**src/tsber_pkg.sv**
```systemverilog
package tsber_pkg;

    // Reference packet: four header bytes, then an all-zero payload
    localparam logic [7:0] REF_SYNC        = 8'h47;
    localparam logic [7:0] REF_HDR1        = 8'h1f;
    localparam logic [7:0] REF_HDR2        = 8'hff;
    localparam logic [7:0] REF_HDR3        = 8'h10;
    localparam logic [7:0] REF_PAYLOAD     = 8'h00;
    localparam int         PKT_HDR_LEN     = 4;
    localparam int         PKT_PAYLOAD_LEN = 184;
    localparam int         PKT_LEN         = PKT_HDR_LEN + PKT_PAYLOAD_LEN;

    // Ratio thresholds: one error in RATIO_DEN bits
    localparam int         RATIO_DEN        = 1000;
    localparam int         INNER_MIN_ERRORS = 500;

    // Bits per received byte and per coded symbol pair
    localparam logic [3:0] BYTE_BITS = 4'h8;
    localparam logic [3:0] CODE_BITS = 4'h2;

    // Default sizes
    localparam int CNT_W_DEF = 32;
    localparam int BUF_DEPTH = 2;

    // Buffer word layout
    localparam int F_POST_LSB = 0;
    localparam int F_PRE_LSB  = 8;
    localparam int F_UNC_BIT  = 16;
    localparam int F_SOP_BIT  = 17;
    localparam int BUF_W      = 18;

    // Count of set bits in a byte
    function automatic logic [3:0] tsber_pop8(input logic [7:0] b);
        logic [3:0] n;
        n = 4'h0;
        for (int i = 0; i < 8; i++) begin
            n = n + {3'h0, b[i]};
        end
        return n;
    endfunction

    // Expected byte of the reference packet at a given position
    function automatic logic [7:0] tsber_ref_byte(input logic [7:0] idx);
        logic [7:0] r;
        case (idx)
            8'h00: r = REF_SYNC;
            8'h01: r = REF_HDR1;
            8'h02: r = REF_HDR2;
            8'h03: r = REF_HDR3;
            default: r = REF_PAYLOAD;
        endcase
        return r;
    endfunction

endpackage

```
**src/tsber_fifo.sv**
```systemverilog
`timescale 1ns/1ps

module tsber_fifo
    import tsber_pkg::*;
#(
    parameter int W     = BUF_W,
    parameter int DEPTH = BUF_DEPTH
) (
    input  wire logic         ref_clk,
    input  wire logic         resetn,
    input  wire logic         clk_en,
    input  wire logic         in_valid,
    output logic              in_ready,
    input  wire logic [W-1:0] in_data,
    output logic              out_valid,
    input  wire logic         out_ready,
    output logic [W-1:0]      out_data
);
    localparam int AW = (DEPTH > 1) ? $clog2(DEPTH) : 1;

    // Pointers wrap naturally, so depth must be a power of two
    if (DEPTH < 2 || (DEPTH & (DEPTH - 1)) != 0) begin : g_bad_depth
        $error("tsber_fifo: DEPTH must be a power of two of at least 2");
    end

    logic [W-1:0]  mem [DEPTH];
    logic [AW-1:0] wr_ptr;
    logic [AW-1:0] rd_ptr;
    logic [AW:0]   count;
    logic          push;
    logic          pop;

    // Honest full and empty from the fill count
    assign in_ready  = (count != (AW+1)'(DEPTH));
    assign out_valid = (count != '0);
    assign out_data  = mem[rd_ptr];
    assign push      = clk_en && in_valid && in_ready;
    assign pop       = clk_en && out_valid && out_ready;

    // Storage write
    always_ff @(posedge ref_clk) begin
        if (push) begin
            mem[wr_ptr] <= in_data;
        end
    end

    // Pointers and fill count
    always_ff @(posedge ref_clk or negedge resetn) begin
        if (!resetn) begin
            wr_ptr <= '0;
            rd_ptr <= '0;
            count  <= '0;
        end else begin
            if (push) begin
                wr_ptr <= wr_ptr + 1'b1;
            end
            if (pop) begin
                rd_ptr <= rd_ptr + 1'b1;
            end
            if (push && !pop) begin
                count <= count + 1'b1;
            end else if (pop && !push) begin
                count <= count - 1'b1;
            end
        end
    end
endmodule

```
**src/tsber_meas.sv**
```systemverilog
// Summary of operation
// Transmit test source uses 2^23-1 sequence
// Reference packet 47 1f ff 10, zeros
// Encoder repeats only the reference packet
// Uncorrectable packet flagged, other bits kept
// In service, compare bits pre/post decode
// Ratio above one per thousand is unreliable
// Uncorrectable packet restarts in-service counts
// Re-encode inner decoder output, same code
// Count mismatches against raw coded stream
// Inner ratio final after several hundred errors
// Ratio is error bits over total bits
// Outer counts advance only when link available
// Post-decode compare with reference, error count
// Post count valid only below one per thousand
// Counters saturate; clear on reset or restart
`timescale 1ns/1ps

module tsber_meas
    import tsber_pkg::*;
#(
    parameter int         CNT_W  = CNT_W_DEF,
    parameter logic [6:0] CODE_G0 = 7'h79,
    parameter logic [6:0] CODE_G1 = 7'h5b
) (
    input  wire logic             ref_clk,
    input  wire logic             resetn,
    input  wire logic             clk_en,
    input  wire logic             in_service,
    input  wire logic             link_available_window,
    input  wire logic             meas_restart,
    input  wire logic             pkt_valid,
    output logic                  pkt_ready,
    input  wire logic             pkt_sop,
    input  wire logic             pkt_uncorrectable,
    input  wire logic [7:0]       pkt_pre_byte,
    input  wire logic [7:0]       pkt_post_byte,
    output logic                  out_valid,
    input  wire logic             out_ready,
    output logic                  out_sop,
    output logic                  out_uncorrectable,
    output logic [7:0]            out_byte,
    input  wire logic             inner_valid,
    input  wire logic             inner_dec_bit,
    input  wire logic [1:0]       inner_raw_bits,
    output logic [CNT_W-1:0]      outer_err_count,
    output logic [CNT_W-1:0]      outer_bit_count,
    output logic                  outer_unreliable,
    output logic [CNT_W-1:0]      post_err_count,
    output logic                  post_count_valid,
    output logic [CNT_W-1:0]      inner_err_count,
    output logic [CNT_W-1:0]      inner_bit_count,
    output logic                  inner_final
);
    localparam int SW = CNT_W + 10;

    // Ratio scaling needs room; narrow counters would hide the threshold
    if (CNT_W < 16 || CNT_W > 48) begin : g_bad_width
        $error("tsber_meas: CNT_W must lie between 16 and 48");
    end

    // Saturating add of a small increment
    function automatic logic [CNT_W-1:0] sat_add(input logic [CNT_W-1:0] a,
                                                 input logic [3:0]       inc);
        logic [CNT_W:0] s;
        s = {1'b0, a} + {{(CNT_W-3){1'b0}}, inc};
        return s[CNT_W] ? {CNT_W{1'b1}} : s[CNT_W-1:0];
    endfunction

    logic [BUF_W-1:0] buf_in;
    logic [BUF_W-1:0] buf_out;
    logic             fire;
    logic             b_sop;
    logic             b_unc;
    logic [7:0]       b_pre;
    logic [7:0]       b_post;
    logic [7:0]       byte_idx;
    logic [7:0]       cur_idx;
    logic [7:0]       ref_byte;
    logic [3:0]       pre_ref_err;
    logic [3:0]       post_ref_err;
    logic [3:0]       pre_post_err;
    logic [3:0]       outer_inc;
    logic             outer_step;
    logic             outer_clear;
    logic [5:0]       enc_state;
    logic [6:0]       enc_reg;
    logic [1:0]       enc_bits;
    logic [1:0]       code_diff;
    logic [3:0]       inner_inc;
    logic [SW-1:0]    scaled_err;
    logic [SW-1:0]    wide_bits;

    // Two-entry buffer in the packet path; downstream stall holds data
    assign buf_in = {pkt_sop, pkt_uncorrectable, pkt_pre_byte, pkt_post_byte};

    tsber_fifo #(
        .W     (BUF_W),
        .DEPTH (BUF_DEPTH)
    ) u_buf (
        .ref_clk   (ref_clk),
        .resetn    (resetn),
        .clk_en    (clk_en),
        .in_valid  (pkt_valid),
        .in_ready  (pkt_ready),
        .in_data   (buf_in),
        .out_valid (out_valid),
        .out_ready (out_ready),
        .out_data  (buf_out)
    );

    // Unpack the buffered byte and forward the decoded stream
    assign b_sop             = buf_out[F_SOP_BIT];
    assign b_unc             = buf_out[F_UNC_BIT];
    assign b_pre             = buf_out[F_PRE_LSB +: 8];
    assign b_post            = buf_out[F_POST_LSB +: 8];
    assign out_sop           = b_sop;
    assign out_uncorrectable = b_unc;
    assign out_byte          = b_post;
    assign fire              = clk_en && out_valid && out_ready;

    // Byte position inside the packet, restarted by start of packet
    always_ff @(posedge ref_clk or negedge resetn) begin
        if (!resetn) begin
            byte_idx <= 8'h00;
        end else if (fire) begin
            if (cur_idx < 8'(PKT_LEN - 1)) begin
                byte_idx <= cur_idx + 8'h01;
            end else begin
                byte_idx <= cur_idx;
            end
        end
    end

    // Expected byte and bit differences for the current byte
    assign cur_idx      = b_sop ? 8'h00 : byte_idx;
    assign ref_byte     = tsber_ref_byte(cur_idx);
    assign pre_ref_err  = tsber_pop8(b_pre ^ ref_byte);
    assign post_ref_err = tsber_pop8(b_post ^ ref_byte);
    assign pre_post_err = tsber_pop8(b_pre ^ b_post);

    // Outer measurement steering by mode and availability
    assign outer_inc   = in_service ? pre_post_err : pre_ref_err;
    assign outer_step  = fire && link_available_window;
    assign outer_clear = meas_restart ||
                         (outer_step && in_service && b_unc);

    // Errors before outer decoding, and bits seen
    always_ff @(posedge ref_clk or negedge resetn) begin
        if (!resetn) begin
            outer_err_count <= '0;
            outer_bit_count <= '0;
        end else if (clk_en) begin
            if (outer_clear) begin
                outer_err_count <= '0;
                outer_bit_count <= '0;
            end else if (outer_step) begin
                outer_err_count <= sat_add(outer_err_count, outer_inc);
                outer_bit_count <= sat_add(outer_bit_count, BYTE_BITS);
            end
        end
    end

    // Running error count after outer decoding, out of service only
    always_ff @(posedge ref_clk or negedge resetn) begin
        if (!resetn) begin
            post_err_count <= '0;
        end else if (clk_en) begin
            if (meas_restart) begin
                post_err_count <= '0;
            end else if (outer_step && !in_service) begin
                post_err_count <= sat_add(post_err_count, post_ref_err);
            end
        end
    end

    // Ratio against one per thousand without a divider
    assign scaled_err = SW'(outer_err_count) * SW'(RATIO_DEN);
    assign wide_bits  = SW'(outer_bit_count);

    // Ratio flags
    always_ff @(posedge ref_clk or negedge resetn) begin
        if (!resetn) begin
            outer_unreliable <= 1'b0;
            post_count_valid <= 1'b0;
        end else if (clk_en) begin
            outer_unreliable <= in_service && (scaled_err > wide_bits);
            post_count_valid <= (outer_bit_count != '0) &&
                                (scaled_err < wide_bits);
        end
    end

    // Re-encoder with the transmitter's convolutional code
    assign enc_reg     = {inner_dec_bit, enc_state};
    assign enc_bits[0] = ^(enc_reg & CODE_G0);
    assign enc_bits[1] = ^(enc_reg & CODE_G1);
    assign code_diff   = enc_bits ^ inner_raw_bits;
    assign inner_inc   = {3'h0, code_diff[0]} + {3'h0, code_diff[1]};

    always_ff @(posedge ref_clk or negedge resetn) begin
        if (!resetn) begin
            enc_state <= 6'h00;
        end else if (clk_en && inner_valid) begin
            enc_state <= {inner_dec_bit, enc_state[5:1]};
        end
    end

    // Inner error and coded bit counters
    always_ff @(posedge ref_clk or negedge resetn) begin
        if (!resetn) begin
            inner_err_count <= '0;
            inner_bit_count <= '0;
        end else if (clk_en) begin
            if (meas_restart) begin
                inner_err_count <= '0;
                inner_bit_count <= '0;
            end else if (inner_valid) begin
                inner_err_count <= sat_add(inner_err_count, inner_inc);
                inner_bit_count <= sat_add(inner_bit_count, CODE_BITS);
            end
        end
    end

    // Inner ratio becomes final once enough errors are counted
    assign inner_final = (inner_err_count >= CNT_W'(INNER_MIN_ERRORS));

    logic [3:0] past_inc;
    assign past_inc = outer_inc;
endmodule

```
**config.mk**
```make
export PLATFORM = sky130hd
export DESIGN_NAME = tsber_meas
export DESIGN_NICKNAME = d
export VERILOG_FILES = /design/src/tsber_pkg.sv /design/src/tsber_fifo.sv /design/src/tsber_meas.sv
export SDC_FILE = /design/constraint.sdc
export NUM_CORES = 1
export LEC_CHECK = 0
export ABC_AREA = 1
export BUFFER_PORTS_ARGS = -buffer_cell sky130_fd_sc_hd__buf_2
export CAP_MARGIN = 20
export CORE_UTILIZATION = 65
export DETAILED_ROUTE_END_ITERATION = 10
export PLACE_DENSITY = 0.87
export SYNTH_ARGS = -nofsm -noshare
export SYNTH_HDL_FRONTEND = slang
export SYNTH_SLANG_ARGS = --single-unit
```
**constraint.sdc**
```tcl
create_clock -name ref_clk -period 18.44 [get_ports ref_clk]
set_input_delay 5.532 -clock ref_clk [delete_from_list [all_inputs] [get_ports ref_clk]]
set_output_delay 5.532 -clock ref_clk [all_outputs]
set_load 0.005 [all_outputs]
```
; ---- Word level (Yosys, flattened, before mapping)
; Memories as Yosys holds them, arrays and structs flattened.
; Index checks and enable logic that the tools add are counted.
[word_totals]
wordCells = 110
mem_bits_rw = 36
input_bits = 30
reg_bits = 180
n_memories = 1
[mem_list]
columns = name, depth, word_bits, read_ports, rd_ports_with_merged_regs, wr, line
row1 = u_buf.mem, 2, 18, 1, 0, 1, tsber_fifo.sv:26  ; logic [W-1:0] mem [DEPTH];
[classes]
n_addsub = 32
n_eq_ne = 4
n_mux = 23
n_reduce_logical = 29
n_bitwise = 4
mul = 1
n_lt_le_gt_ge = 4
[ops]
columns = operator, count
row1 = $mux W32, 15
row2 = $add A32 B4 Y33, 2
row3 = $add A4 B1 Y4, 12
row4 = $gt A42 B32 Y1, 1
row5 = $lt A42 B32 Y1, 1
row6 = $mul A32 B7 Y39 const B, 1
row7 = $add A32 B2 Y33, 1
row8 = $add A32 B2 Y33 const B, 1
row9 = $add A32 B4 Y33 const B, 1
row10 = $ge A32 B9 Y1 const B, 1
row11 = $pmux W8 S4, 1
row12 = $reduce_bool A32 Y1, 1
row13 = $xor A8 B8 Y8, 3
row14 = $eq A8 B2 Y1 const B, 2
row15 = $mux W8, 2
row16 = $reduce_xor A7 Y1, 2
row17 = $logic_and A1 B1 Y1, 13
row18 = $add A3 B1 Y4, 3
row19 = $reduce_bool A2 Y1, 5
row20 = $add A2 B1 Y3, 3
row21 = $add A1 B1 Y2, 4
row22 = $add A8 B1 Y8 const B, 1
row23 = $eq A8 B1 Y1 const B, 1
row24 = $logic_not A8 Y1, 1
row25 = 12 further kinds, 19

; ---- Logic depth before layout (Yosys ltp)
; An unclocked memory read counts as a cell.
[depth]
word_depth = 17
mapped_depth = 40
mapped_depth_nobuf = 37

; ---- Cells and area by module
; Synthesis repeated with hierarchy kept, for this count alone.
[hier_totals]
hier_cells = 2560
area_unflattened_um2 = 19841.5
[modules_own_cells]
columns = mod, cells_per_inst, n_inst, area_each_um2
row1 = tsber_meas, 2435, 1, 18291.3
row2 = tsber_fifo, 125, 1, 1550.2

; ---- Worst setup path after synthesis
; Ideal clock, no wire load.
[synth_path]
path_kind = input to register
from = input port inner_dec_bit
to = register inner_err_count[23]
arrival_ps = 7847
cell_stages = 18
path_buffers = 1
path_slack_ps = 10513
path_cell_list = xnor2_1 xnor2_1 xor2_1 fa_1 inv_1 ha_1 nand3_1 inv_2 nand2_2 nor2_4 nand3_2 inv_2 and3_2 inv_2 nor3_4 buf_6 a21oi_1 o22ai_2
[synth_between]
elab_chain_cells = 7
elab_cells_between_ends = 8
classes_between = add/sub: 2 / mux: 3 / bitwise: 1 / reduce/logical: 2
[synth_lines]
columns = item, line
row1 = "start, declared", tsber_meas.sv:44  ; input wire logic inner_dec_bit,
row2 = $reduce_xor A7 Y1 (on tied branches), "tsber_meas.sv:195, tsber_meas.sv:196"
row3 = $xor A2 B2 Y2 (*), tsber_meas.sv:197  ; assign code_diff = enc_bits ^ inner_raw_bits;
row4 = $add A1 B1 Y2 (*), tsber_meas.sv:198  ; assign inner_inc = {3'h0, code_diff[0]} + {3'h0, code_diff[1]};
row5 = $add A32 B2 Y33 (*), tsber_meas.sv:66  ; s = {1'b0, a} + {{(CNT_W-3){1'b0}}, inc};
row6 = $mux W32 (*), tsber_meas.sv:67  ; return s[CNT_W] ? {CNT_W{1'b1}} : s[CNT_W-1:0];
row7 = $mux W32 (*), tsber_meas.sv:217  ; end else if (inner_valid) begin
row8 = $mux W32 (*), tsber_meas.sv:214  ; if (meas_restart) begin
row9 = "end signal, assigned", tsber_meas.sv:218  ; inner_err_count <= sat_add(inner_err_count, inner_inc);
row10 = "end, declared", tsber_meas.sv:51  ; output logic [CNT_W-1:0] inner_err_count,
; Mark *: on every way between the ends. The rest lies on a longest branch, timed or not. The select of a mux whose other input is x is not followed.
; A chain may end at the register's enable or synchronous reset.

; ---- Worst setup path in the final report
[layout_path]
from = input port inner_dec_bit
to = register inner_err_count[27]
; The elaborated chain is that of the path after synthesis.

==> metrics.csv <==
metric,value,unit
grt_overflow_total,0,
netlist_area,19890,sq um
avgSynthCellArea,7.847,sq um
dp.cells,3097,
ctsResizeCount,0,
slew_headroom,25.97,%
gp_congestion,0.9454,
vias_per_cell,5.838,
min_path_type,reg2reg,
synth_top_area_share,22.39,%
synth_area_leaders,"dfrtp_1 22%, fa_1 13%, nand2_1 9.9%",
wirelength,56.03,mm
fin_crit_sh,47.02,%
yosysMostFrequentCell,nand2_1,
critPathMaxFanout,23,
ys_seq_area_share,27.83,%
dpl_cell_area,21270,sq um
stdcell_area,22190,sq um
finalNonFillerCells,3150,
p_per_area,107.3,nW/um^2
clockBufferDepth,3,
critPathLaunchType,input pin,
drt_iter0_drc,1692,
final.min_clock_period,8670,ps
hold_viol_final,0,
end_kind,flop,
io-pin-count,205,
drc,0,
ys_seq_elements,214,
crit_type,in2reg,
fin_util,74.27,%
die_h,176.9,um
area_growth,11.54,%
first_pass_iters,8,
cts_hold_buf,0,
path_clk_slew,60,ps
cp_cell_sequence,buf_2 -> xnor2_1 -> xnor2_1 -> xor2_1 -> fa_1 -> inv_1 -> ha_1 -> nand3_1 -> inv_2 -> nand2_2 -> nor2_4 -> nand3_2 -> inv_2 -> and3_2 -> inv_2 -> nor3_4 -> inv_2 -> o21ai_1 -> o21ai_1 -> o21ai_1,
async_flop_share,83.18,%
setup_slack,9770,ps
synth_edf_count,36,
finalClockSkew,18.86,ps
path_common_cell,inv_2,
vias,18390,
maxSlewViolCount,0,
numCtsBuffers,26,
fmax,115.3,MHz
setup_tns,0,ps
rsz0062_at_grt,false,
antenna_found_initial,4,
grt_pass1_vias,18300,
arrival,9130,ps
die_x,176.9,um
place_hpwl,42.67,mm
setup_violations,0,
cts_htree_levels,1,
cap_violations,0,
post-place-ws,9370,ps
syn-num-nets,2836,
numPortBuffers,204,
clock_latency,550,ps
final_nets,3037,
synth_common_cells,"527 x nand2_1, 420 x inv_1, 178 x dfrtp_1, 174 x nor2_1, 139 x ha_1",
rows,63,
worst_slew_pin_slew,1107,ps
core-area,29870,sq um
cp_data_required_time,18900,ps
ys.warnings.count,0,
dieArea,31310,sq um
peakVddDrop,0.0001474,V
wl_per_cell,17.79,um
ys_types,63,
postRouteAntennaNets,0,
status,"complete, no violations",
yosys.area.top_type,dfrtp_1,
cts_tree,done,
floorplan.initialDensity,66.59,%
post_cts_buffers,0,
grt_max_degree,71,
clkSinkCount,214,
synth-main-ff-cell,dfrtp_1,
layout-drive-gt1-share,12.63,%
ctsRootBufferMaster,clkbuf_16,
grt_use_total,36.46,%
cpPeakStageDelay,840,ps
grt_pass1_wl,91.46,mm
syn_inst,2535,
slowest_stage,nor3_4,
leakage,11.14,nW
## metal layers
| layer | track usage (%) | routed length (um) |
|---|---|---|
| met4 | 15.95 | 2460 |
| met2 | 58.58 | 26130 |
| met1 | 48.99 | 23040 |
| met3 | 5.455 | 4403 |
| met5 | 0 | 0 |
## final cells by class
cell class | instances | area, sq um
Antenna cell | 4 | 10.01
Inverter | 450 | 1689
Fill cell | 2288 | 7687
Sequential cell | 214 | 5535
Clock buffer | 32 | 693.2
Multi-Input combinational cell | 1827 | 12440
Tap cell | 390 | 488.0
Timing Repair Buffer | 217 | 1137
Clock inverter | 16 | 196.4
## flip-flops by register name, indices dropped and copies added (netlist names)
name              count
enc_state             6
outer_err_count      32
inner_err_count      32
post_count_valid      1
outer_bit_count      30
u_buf.count           2
u_buf.mem            36
byte_idx              8
outer_unreliable      1
post_err_count       32
u_buf.rd_ptr          1
inner_bit_count      32
u_buf.wr_ptr          1
## logic make-up after synthesis
group	share of synthesized area, %
XOR/XNOR	6.956
multiplexers	0.4026
adder cells (fa/ha/maj)	22.03
AND/OR/NAND/NOR	22.37
flip-flops	27.83
buffers and inverters	9.686
AO/OA/AOI/OAI	10.74
## where the power goes
| group | switching [mW] | internal [mW] | total (mW) |
|---|---|---|---|
| logic | 0.767 | 0.538 | 1.31 |
| clock network | 0.218 | 0.323 | 0.541 |
| registers | 0.0211 | 0.513 | 0.534 |
## worst max-delay path: cells and delay by family
kind	cells	cell delay (ps)
fa+ha+maj	2	610
buf+inv	6	560
compound gates	3	370
xor+xnor	3	490
simple gates	6	1580
## stage by stage
| step | hold WS, ps | total power [mW] |
|---|---|---|
| floorplan | 453.0 | 1.496 |
| global placement | 475.1 | 1.749 |
| detailed placement | 469.3 | 1.813 |
| CTS | 492.3 | 2.377 |
| global route | 522.7 | 2.590 |
| finish | 484.9 | 2.381 |
## placed cells by master, fill, tap and decap left out, drive strengths merged, types with 2 or more instances in the layout
master,n
xor2,129
nand3b,7
nor2,192
dfrtp,178
edfxtp,36
nand4,45
ha,139
clkinv,11
mux2i,8
o22ai,10
inv,450
and3,2
a21oi,74
nand3,93
xnor2,29
nor4,37
clkbuf,32
and2,2
a22o,2
o21bai,6
o31ai,11
or2,9
bufinv,4
fa,132
diode,4
buf,217
o21a,3
a31oi,10
o21ai,271
o211ai,2
nand2,537
or3,2
nor3,67
## worst paths after layout
path | startpoint | slack (ps) | endpoint | cells after the start
max in group asynchronous | resetn | 11450 | outer_unreliable | 3
worst min register to register | outer_unreliable | 480 | outer_unreliable | 2
worst max register to register | u_buf.rd_ptr | 10660 | outer_err_count[5] | 35
worst max-delay path | inner_dec_bit | 9770 | inner_err_count[27] | 20
min in group asynchronous | resetn | 4930 | post_err_count[21] | 1
worst min-delay path | outer_unreliable | 480 | outer_unreliable | 2
Note: power is estimated with default switching activity, not from simulation.
